`config.mk`:
```
export PLATFORM = sky130hd
export DESIGN_NAME = cms_scheduler
export DESIGN_NICKNAME = d
export VERILOG_FILES = /design/src/cms_pkg.sv /design/src/cms_obj_timer.sv /design/src/cms_scheduler.sv
export SDC_FILE = /design/constraint.sdc
export NUM_CORES = 1
export LEC_CHECK = 0
export ABC_AREA = 1
export ABC_CLOCK_PERIOD_IN_PS = 3100
export BUFFER_PORTS_ARGS = -buffer_cell sky130_fd_sc_hd__buf_4
export CAP_MARGIN = 20
export CORE_AREA = 2 2 222 169
export DETAILED_ROUTE_END_ITERATION = 8
export DIE_AREA = 0 0 224 171
export HOLD_SLACK_MARGIN = 0.15
export PLACE_DENSITY = 0.88
export SLEW_MARGIN = 10
export SYNTH_ARGS = -nofsm -noshare
export SYNTH_HDL_FRONTEND = slang
export SYNTH_SLANG_ARGS = --single-unit
export TNS_END_PERCENT = 100
```
`constraint.sdc`:
```
create_clock -name core_clk -period 3.1 [get_ports core_clk]
set_input_delay 0.155 -clock core_clk [delete_from_list [all_inputs] [get_ports core_clk]]
set_output_delay 0.155 -clock core_clk [all_outputs]
set_load 0.02 [all_outputs]
```
`src/cms_pkg.sv`:
```
// Purpose: Shared types and constants of the message scheduler
// Assumes: 40 MHz core clock, synchronous active-high reset
// Notes: Constants and carrier types only
package cms_pkg;
   localparam int          CMS_OBJ_NUM      = 4;
   localparam int          CMS_ID_W         = 11;
   localparam int          CMS_TIME_W       = 16;
   localparam int          CMS_CLK_PERIOD_PS = 25000;
   localparam int          CMS_MS_PS        = 1000000000;
   localparam int          CMS_MS_CYCLES    = CMS_MS_PS / CMS_CLK_PERIOD_PS;
   localparam logic [3:0][10:0] CMS_OBJ_OFS = {11'h480, 11'h380, 11'h280, 11'h180};
   localparam logic [3:1][10:0] CMS_ADD_OFS = {11'h300, 11'h200, 11'h100};
   localparam logic [7:0]  CMS_CAN_TYPE     = 8'h00;

   typedef enum logic {CMS_FMT_CAN, CMS_FMT_OPEN} cms_fmt_type;
   typedef enum logic {CMS_IDLE, CMS_OFFER} cms_state_type;

   typedef struct packed {
      logic [CMS_TIME_W-1:0] event_ms;
      logic [CMS_TIME_W-1:0] inhibit_ms;
      logic [7:0]            tx_type;
   } cms_obj_type;

   typedef struct packed {
      cms_fmt_type                   fmt;
      logic [2:0]                    baud_sel;
      logic [6:0]                    node_id;
      cms_obj_type [CMS_OBJ_NUM-1:0] obj;
      logic [CMS_ID_W-1:0]           main_telegram_identifier;
      logic [CMS_ID_W-1:0]           listen_identifier;
      logic [CMS_TIME_W-1:0]         out_time_ms;
   } cms_cfg_type;

   typedef struct packed {
      logic [1:0]          obj;
      logic [CMS_ID_W-1:0] id;
      logic [7:0]          tx_type;
   } cms_tx_type;

   localparam cms_cfg_type CMS_CFG_RST = '0;
endpackage : cms_pkg

```
`src/cms_obj_timer.sv`:
```
// Purpose: Event period and inhibit timing of one transmit object
// Assumes: One ms tick pulse per millisecond
// Notes: Disabling clears all timing state
`timescale 1ns/1ps
module cms_obj_timer
   import cms_pkg::*;
(
   input  wire logic                  core_clk,
   input  wire logic                  rst,
   input  wire logic                  ms_tick,
   input  wire logic                  enable,
   input  wire logic [CMS_TIME_W-1:0] period,
   input  wire logic [CMS_TIME_W-1:0] inhibit,
   input  wire logic                  sent,
   output logic                       due_r
);
   logic [CMS_TIME_W-1:0] ev_cnt_r, ev_cnt_nxt;
   logic [CMS_TIME_W-1:0] inh_cnt_r, inh_cnt_nxt;
   logic                  pend_r, pend_nxt;
   logic                  due_nxt;
   logic                  fire;

   always_comb begin
      fire        = enable && (period != '0) && ms_tick && (ev_cnt_r + 16'h0001 >= period);
      ev_cnt_nxt  = ev_cnt_r;
      inh_cnt_nxt = inh_cnt_r;
      pend_nxt    = pend_r;
      if (!enable) begin
         ev_cnt_nxt  = '0;
         inh_cnt_nxt = '0;
         pend_nxt    = 1'b0;
      end else begin
         if (ms_tick) begin
            ev_cnt_nxt = fire ? '0 : ev_cnt_r + 16'h0001;
         end
         if (ms_tick && inh_cnt_r != '0) begin
            inh_cnt_nxt = inh_cnt_r - 16'h0001;
         end
         if (sent) begin
            pend_nxt    = 1'b0;
            inh_cnt_nxt = inhibit;
         end
         if (fire) begin
            pend_nxt = 1'b1;
         end
      end
      due_nxt = pend_nxt && (inh_cnt_nxt == '0);
   end

   always_ff @(posedge core_clk) begin
      if (rst) begin
         ev_cnt_r  <= '0;
         inh_cnt_r <= '0;
         pend_r    <= 1'b0;
         due_r     <= 1'b0;
      end else begin
         ev_cnt_r  <= ev_cnt_nxt;
         inh_cnt_r <= inh_cnt_nxt;
         pend_r    <= pend_nxt;
         due_r     <= due_nxt;
      end
   end
endmodule : cms_obj_timer

```
`src/cms_scheduler.sv`:
```
// Purpose: Identifier assignment and transmit scheduling for the field-bus port
// Assumes: Config and receive inputs synchronous to core_clk
// Notes: Saved config is taken only at reset release or on restart
`timescale 1ns/1ps
module cms_scheduler
   import cms_pkg::*;
#(
   parameter int MS_CYCLES = CMS_MS_CYCLES
)(
   input  wire logic                           core_clk,
   input  wire logic                           rst,
   input  cms_cfg_type                         cfg_saved,
   input  wire logic                           restart_req,
   input  wire logic                           tx_ready,
   input  wire logic                           rx_valid,
   input  wire logic [CMS_ID_W-1:0]            rx_id,
   output logic                                tx_valid_r,
   output cms_tx_type                          tx_req_r,
   output logic [2:0]                          baud_sel_r,
   output cms_fmt_type                         bus_format_r,
   output logic [3:1][CMS_ID_W-1:0]            extra_id_r,
   output logic                                rx_accept_r,
   output logic                                cfg_applied_r
);
   cms_cfg_type   act_r, act_nxt;
   logic          load_r, load_nxt;
   logic [31:0]   ms_cnt_r, ms_cnt_nxt;
   logic          tick_r, tick_nxt;
   cms_state_type state_r, state_nxt;
   logic          tx_valid_nxt;
   cms_tx_type    tx_req_nxt;
   logic [2:0]    baud_sel_nxt;
   cms_fmt_type   bus_format_nxt;
   logic [3:1][CMS_ID_W-1:0] extra_id_nxt;
   logic          rx_accept_nxt;
   logic          cfg_applied_nxt;

   logic [CMS_OBJ_NUM-1:0]                 due;
   logic [CMS_OBJ_NUM-1:0]                 sent;
   logic [CMS_OBJ_NUM-1:0]                 obj_en;
   logic [CMS_OBJ_NUM-1:0][CMS_TIME_W-1:0] obj_period;
   logic [CMS_OBJ_NUM-1:0][CMS_TIME_W-1:0] obj_inhibit;
   logic [CMS_OBJ_NUM-1:0][CMS_ID_W-1:0]   obj_id;
   logic [CMS_OBJ_NUM-1:0][7:0]            obj_type;

   // Active config held until restart
   always_comb begin
      act_nxt         = act_r;
      load_nxt        = load_r;
      cfg_applied_nxt = 1'b0;
      if (load_r) begin
         act_nxt         = cfg_saved;
         load_nxt        = 1'b0;
         cfg_applied_nxt = 1'b1;
      end
      if (restart_req) begin
         load_nxt = 1'b1;
      end
   end

   always_ff @(posedge core_clk) begin
      if (rst) begin
         act_r         <= CMS_CFG_RST;
         load_r        <= 1'b1;
         cfg_applied_r <= 1'b0;
      end else begin
         act_r         <= act_nxt;
         load_r        <= load_nxt;
         cfg_applied_r <= cfg_applied_nxt;
      end
   end

   // Millisecond tick
   always_comb begin
      tick_nxt   = 1'b0;
      ms_cnt_nxt = ms_cnt_r + 32'h00000001;
      if (ms_cnt_r >= 32'(MS_CYCLES - 1)) begin
         ms_cnt_nxt = '0;
         tick_nxt   = 1'b1;
      end
   end

   always_ff @(posedge core_clk) begin
      if (rst) begin
         ms_cnt_r <= '0;
         tick_r   <= 1'b0;
      end else begin
         ms_cnt_r <= ms_cnt_nxt;
         tick_r   <= tick_nxt;
      end
   end

   // Per-object identifiers and timing
   for (genvar i = 0; i < CMS_OBJ_NUM; i++) begin : g_obj
      always_comb begin
         if (act_r.fmt == CMS_FMT_OPEN) begin
            obj_en[i]      = !load_r;
            obj_period[i]  = act_r.obj[i].event_ms;
            obj_inhibit[i] = act_r.obj[i].inhibit_ms;
            obj_id[i]      = {4'h0, act_r.node_id} + CMS_OBJ_OFS[i];
            obj_type[i]    = act_r.obj[i].tx_type;
         end else begin
            obj_en[i]      = !load_r && (i == 0);
            obj_period[i]  = (i == 0) ? act_r.out_time_ms : '0;
            obj_inhibit[i] = '0;
            obj_id[i]      = act_r.main_telegram_identifier;
            obj_type[i]    = CMS_CAN_TYPE;
         end
      end

      cms_obj_timer u_timer (
         .core_clk (core_clk),
         .rst      (rst),
         .ms_tick  (tick_r),
         .enable   (obj_en[i]),
         .period   (obj_period[i]),
         .inhibit  (obj_inhibit[i]),
         .sent     (sent[i]),
         .due_r    (due[i])
      );
   end

   // Transmit offer, lowest object first
   always_comb begin
      state_nxt    = state_r;
      tx_valid_nxt = tx_valid_r;
      tx_req_nxt   = tx_req_r;
      sent         = '0;
      case (state_r)
         CMS_IDLE: begin
            if (!load_r) begin
               for (int k = CMS_OBJ_NUM - 1; k >= 0; k--) begin
                  if (due[k]) begin
                     sent               = '0;
                     sent[k]            = 1'b1;
                     tx_req_nxt.obj     = 2'(k);
                     tx_req_nxt.id      = obj_id[k];
                     tx_req_nxt.tx_type = obj_type[k];
                     tx_valid_nxt       = 1'b1;
                     state_nxt          = CMS_OFFER;
                  end
               end
            end
         end
         CMS_OFFER: begin
            if (tx_ready || load_r) begin
               tx_valid_nxt = 1'b0;
               state_nxt    = CMS_IDLE;
            end
         end
         default: begin
            tx_valid_nxt = 1'b0;
            state_nxt    = CMS_IDLE;
         end
      endcase
   end

   always_ff @(posedge core_clk) begin
      if (rst) begin
         state_r    <= CMS_IDLE;
         tx_valid_r <= 1'b0;
         tx_req_r   <= '0;
      end else begin
         state_r    <= state_nxt;
         tx_valid_r <= tx_valid_nxt;
         tx_req_r   <= tx_req_nxt;
      end
   end

   // Link settings, extra identifiers, receive filter
   always_comb begin
      baud_sel_nxt   = act_r.baud_sel;
      bus_format_nxt = act_r.fmt;
      for (int k = 1; k <= 3; k++) begin
         extra_id_nxt[k] = act_r.main_telegram_identifier + CMS_ADD_OFS[k];
      end
      rx_accept_nxt = rx_valid && (act_r.fmt == CMS_FMT_CAN) && !load_r &&
                      (rx_id == act_r.listen_identifier);
   end

   always_ff @(posedge core_clk) begin
      if (rst) begin
         baud_sel_r   <= '0;
         bus_format_r <= CMS_FMT_CAN;
         extra_id_r   <= '0;
         rx_accept_r  <= 1'b0;
      end else begin
         baud_sel_r   <= baud_sel_nxt;
         bus_format_r <= bus_format_nxt;
         extra_id_r   <= extra_id_nxt;
         rx_accept_r  <= rx_accept_nxt;
      end
   end
endmodule : cms_scheduler

```
### Word-level counts from Yosys, hierarchy flattened

Cells that the tools add are included.

* reductions and logical operators: 43
* multiplexer cells: 72
* order comparisons: 5
* add/subtract/negate cells: 16
* equality and inequality tests: 4
* bitwise logic cells: 4

Operators with widths (count)
* $mux 16: 24
* $reduce_bool 16->1: 8
* $mux 21: 4
* $add 16x1->16 const B: 4
* $ge 16x16->1: 4
* $logic_not 16->1: 4
* $sub 16x1->16 const B: 4
* $mux 11: 4
* $add 32x1->32 const B: 1
* $ge 32x16->1 const B: 1
* $mux 8: 4
* $mux 1: 28
* $mux 4: 6
* $logic_and 1x1->1: 23
* $add 11x10->11 const B: 2
* $add 7x10->11 const B: 2
* $add 11x9->11 const B: 1
* $add 7x11->11 const B: 1
* $eq 11x11->1: 1
* $add 7x9->10 const B: 1
* $reduce_and 3->1: 2
* $reduce_or 2->1: 3
* $ne 5x1->1 const B: 1
* $not 1->1: 4
* other kinds (6): 7

* register bits after elaboration: 441
* bits of input ports: 225
* output and inout port bits: 61

### Logic depth before layout (Yosys ltp)

* word-level depth: 10
* depth in mapped cells: 19
* mapped depth without buffers: 19

### Modules after synthesis

Synthesis repeated with hierarchy kept, for this count alone.

* cells, all modules: 3495
* area, all modules: 23045.9 sq um

Modules (own cells, without submodules)
* cms_scheduler: instances 1, sequential area each 5765.5 sq um, cells an instance 1641, area an instance 11875.1 sq um
* cms_obj_timer (g_obj[0].u_timer ...): instances 3, sequential area each 680.7 sq um, cells an instance 465, area an instance 2796.4 sq um
* cms_obj_timer (g_obj[1].u_timer): instances 1, sequential area each 680.7 sq um, cells an instance 459, area an instance 2781.4 sq um

### Worst setup path after synthesis

No wires, ideal clock.

* path type: register -> register
* from: register g_obj[0].u_timer.ev_cnt_r[0]
* to: register g_obj[0].u_timer.ev_cnt_r[0]
* setup slack: 0.462 ns
* buffers on the path: 1
* cell stages (with the launch flop): 17
* clock period less this slack: 2.638 ns
* arrival: 2.493 ns
* cells stage by stage: dfxtp_1 > ha_1 > nand3_1 > nor3b_1 > nand2_1 > xnor2_1 > ha_1 > nand2_1 > inv_1 > nand3_1 > nor3_1 > nand2_1 > nand3_1 > nand2_4 > buf_6 > nand2_1 > a21oi_1

* word-level cells in the longest chain between the ends: 4

Ends and longest elaborated chain
* from (decl): line cms_obj_timer.sv:17 `logic [CMS_TIME_W-1:0] ev_cnt_r, ev_cnt_nxt;`
* from (signal assigned): line cms_obj_timer.sv:57 `ev_cnt_r <= ev_cnt_nxt;`
* $add 16x1->16 *: line cms_obj_timer.sv:24, cms_obj_timer.sv:34
* $ge 16x16->1: line cms_obj_timer.sv:24 `fire = enable && (period != '0) && ms_tick && (ev_cnt_r + 16'h0001 >= period);`
* $logic_and 1x1->1: line cms_obj_timer.sv:24
* $mux 16 *: line cms_obj_timer.sv:34 `ev_cnt_nxt = fire ? '0 : ev_cnt_r + 16'h0001;`

Mark *: on every way between the ends. The rest lies on a longest branch, timed or not.
A chain may end at the register's enable or synchronous reset.

### Worst setup path in the final report

* from: register g_obj[2].u_timer.ev_cnt_r[5]
* to: register g_obj[2].u_timer.ev_cnt_r[14]

* word-level cells in the longest chain between the ends: 4

Ends and longest elaborated chain (line)
* from (decl): cms_obj_timer.sv:17
* from (signal assigned): cms_obj_timer.sv:57
* $add 16x1->16 *: cms_obj_timer.sv:24, cms_obj_timer.sv:34
* $ge 16x16->1: cms_obj_timer.sv:24
* $logic_and 1x1->1: cms_obj_timer.sv:24
* $mux 16 *: cms_obj_timer.sv:34

Marks and branches as above.

==> results.txt <==
CTS H-tree lvls: 2
vias in the first global route: 21.1k
worst-margin pin slew: 0.981 ns
GP Congestion: 0.948
Cell Pwr Density: 524 nW/um2
Crit Reg-Reg Startpoint: g_obj[2].u_timer.ev_cnt_r[5]$_SDFFE_PP0P_
leak pwr: 12.9 nW
# clock sinks: 424
Hold Path End: act_r[192]$_SDFFE_PP0P_
global-route usage over all layers: 0.350
Reg2Reg Setup Slack: 0.02 ns
# setup viols final: 0
Clock Latency Late Sink: 0.57 ns
Initial DRT Pass Iterations: 7
relative slew slack: 0.342
min Tclk post-route: 3.08 ns
post-route antenna net violation count: 0
maximum clock rate: 325 MHz
core area: 36400 um2
Crit Path Max Fanout: 8
Routed WL per cell: 18.7 um
Rows: 61
Final Max Slew Viols: 0
commonest non-fill, non-tap cells in the layout: nand2_1, dfxtp_1, buf_4
Yosys reg bits: 424
clk root buf: clkbuf_16
final wirelength: 71200 um
vias: 22.0k
Seq/Total Area, Yosys: 0.410
die height: 171 um
crit end category: flop
GRT met2 Usage: 0.570
HPWL after DPL: 41800 um
layout cells sized above 1: 0.155
R2R Path End: g_obj[2].u_timer.ev_cnt_r[14]$_SDFFE_PP0P_
synthesized area: 20700 um2
global-route wire length before repair: 108000 um
GR Util met1: 0.422
Reg area: 8510 um2
Final Core Density: 0.743
Critical Path, Cell by Cell: nand2_2 -> nor3_4 -> nand4_1 -> nor2_2 -> nand3_2 -> xor2_1 -> inv_1 -> ha_4 -> nand2_1 -> inv_1 -> nand3_2 -> nor3_4 -> nand3_2 -> nand3_4 -> nand2_4 -> nand3_1 -> a21oi_1
outcome: finished, final reports clean
Final Hold Fails: 0
most common cell after layout, fill and taps aside: nand2_1
port bufs: 285
Setup crit start kind: flop
Non-Filler Cell Area, Final: 27000 um2
final period utilization: 0.993
fin nets: 3600
max cap viols: 0
DRT iter0 DRCs: 2458
initial antenna violation count: 4
R2R cell count: 17
Post-DP Area: 23000 um2
Synthesis Warnings: 0
crit path DAT: 3.48 ns
Clock Skews: 0.0212 ns
CTS tree: done
CP required: 3.50 ns
hold_sp: cfg_saved[192]
starting density of the core: 0.569
met3 Use GR: 0.0802
IO Count: 286
gate count of the mapped netlist: 2846
CP max-delay cell: dfxtp_4
drt via density: 5.78
Peak VDD IR: 475 uV
Die W: 224 um
clk buf depth: 3
Crit Path Class: reg -> reg
worst min-delay path category: in -> reg
Slowest Stage Delay on Critical Path: 0.38 ns
Reg clk slew, reported paths: 0.07 ns
multi-input gate area in the final layout: 10700 um2
maximum number of pins on one net before global-route repair: 160
CTS buffer count: 42
fillcell total: 2434
GR peak layer: met2
Die Area: 38300 um2
most frequent CP cell: nand3_2
DRC: 0
Overflow after GRT: 0
post-synth cell types: 48
syn avg cell area: 7.28 um2
Worst Hold Depth: 4
area grow syn2layout: 30.6%
## worst max path at each step
stage	start	endpoint	slack, ns	depth (start not counted)
2_1_floorplan	g_obj[0].u_timer.ev_cnt_r[0]$_SDFFE_PP0P_	g_obj[0].u_timer.ev_cnt_r[0]$_SDFFE_PP0P_	0.46	16
3_3_place_gp	g_obj[3].u_timer.ev_cnt_r[0]$_SDFFE_PP0P_	g_obj[3].u_timer.due_r$_SDFF_PP0_	0.21	18
3_5_place_dp	g_obj[2].u_timer.ev_cnt_r[0]$_SDFFE_PP0P_	g_obj[2].u_timer.due_r$_SDFF_PP0_	0.02	17
4_1_cts	g_obj[3].u_timer.ev_cnt_r[0]$_SDFFE_PP0P_	g_obj[3].u_timer.due_r$_SDFF_PP0_	0.04	18
5_1_grt	g_obj[2].u_timer.ev_cnt_r[5]$_SDFFE_PP0P_	g_obj[2].u_timer.due_r$_SDFF_PP0_	-0.13	18
6_report	g_obj[2].u_timer.ev_cnt_r[5]$_SDFFE_PP0P_	g_obj[2].u_timer.ev_cnt_r[14]$_SDFFE_PP0P_	0.02	17
## area by class of cell
class	instances	area share
multi-input cells	2000	0.396
flip-flops and latches	424	0.315
repair buffers	535	0.171
clock buffers	57	0.0428
inverters	293	0.0407
well taps	472	0.0218
clock inverters	19	0.0127
diodes	2	0.000185
## synth_stat cells (all sizes together)
cell | number | share of area
a311oi | 1 | 0.00042
ha | 79 | 0.048
clkbuf | 82 | 0.015
a31oi | 9 | 0.0027
and3 | 2 | 0.00060
nand2 | 761 | 0.14
a31o | 1 | 0.00042
o22ai | 2 | 0.00060
xor2 | 43 | 0.018
inv | 292 | 0.053
a21oi | 144 | 0.036
xnor2 | 36 | 0.015
or2 | 4 | 0.0012
a211oi | 7 | 0.0025
nor3b | 7 | 0.0025
nor4 | 6 | 0.0021
nand3 | 204 | 0.051
o31ai | 1 | 0.00036
o32ai | 3 | 0.0013
clkinv | 1 | 0.00018
nor2 | 279 | 0.053
nand4 | 52 | 0.016
nor3 | 39 | 0.011
o21bai | 5 | 0.0018
nand3b | 2 | 0.00072
dfxtp | 424 | 0.41
o221ai | 2 | 0.00085
and2 | 1 | 0.00030
conb | 1 | 0.00018
a22o | 104 | 0.044
o21ai | 179 | 0.045
o21a | 6 | 0.0022
buf | 66 | 0.022
o211a | 1 | 0.00048
## critical path, delay by kind of cell, from the launching register on
family	cells	cell delay, ns
AOI/OAI and AO/OA	1	0.08
xor gates and xnor gates	1	0.17
adders and majority gates	1	0.28
buffers and inverters	2	0.19
DFF	1	0.38
and+or+nand+nor	12	1.82
## registers in the layout, summed over array words and instances (netlist names), 3 cells and up
signal / count
baud_sel_nxt: 3
ms_cnt_r: 32
g_obj.u_timer.inh_cnt_r: 64
g_obj.u_timer.due_r: 4
tx_req_r: 21
baud_sel_r: 3
g_obj.u_timer.ev_cnt_r: 64
extra_id_r: 16
g_obj.u_timer.pend_r: 4
act_r: 205
## kinds of logic after synthesis
group	after synthesis	share of synthesized area
compound gates	465	0.139
xor+xnor	79	0.0334
flops	424	0.410
buf+inv	441	0.0900
simple gates	1357	0.280
other cells	1	0.000181
fa+ha+maj	79	0.0477
## report_power, final
part | switching (W) | total (W) | internal [W]
logic | 0.00160 | 0.00264 | 0.00103
registers | 0.000172 | 0.00586 | 0.00569
clock network | 0.00234 | 0.00566 | 0.00333
total | 0.00412 | 0.0142 | 0.0100
## layer usage
layer / vias up / part of all wire
met3: 393 / 0.093
met4: 4 / 0.068
met5: - / 0.00041
met2: 1390 / 0.45
met1: 10000 / 0.39
li1: 10200 / -
## per-stage QoR
step | std cells | worst slack, ns | hold slack (ns) | power [W] | setup TNS [ns]
after floorplan | 2861 | 0.462 | 0.258 | 0.00759 | 0
after global placement | 3495 | 0.210 | 0.347 | 0.00813 | 0
after detailed placement | 3495 | 0.0243 | 0.345 | 0.00820 | 0
after CTS | 3787 | 0.0437 | 0.303 | 0.0140 | 0
after global routing | 3802 | -0.127 | 0.337 | 0.0146 | -1.57
final | 3802 | 0.0207 | 0.324 | 0.0142 | 0
## timing repair
action,in CTS,in global routing
resized for setup,1,62
hold buffers,216,0
setup buffers,0,8
pin swaps,0,20
gates cloned,0,4
hold endpoints to repair,253,0
setup endpoints to repair,1,72
Note: power is estimated with default switching activity, not from simulation.
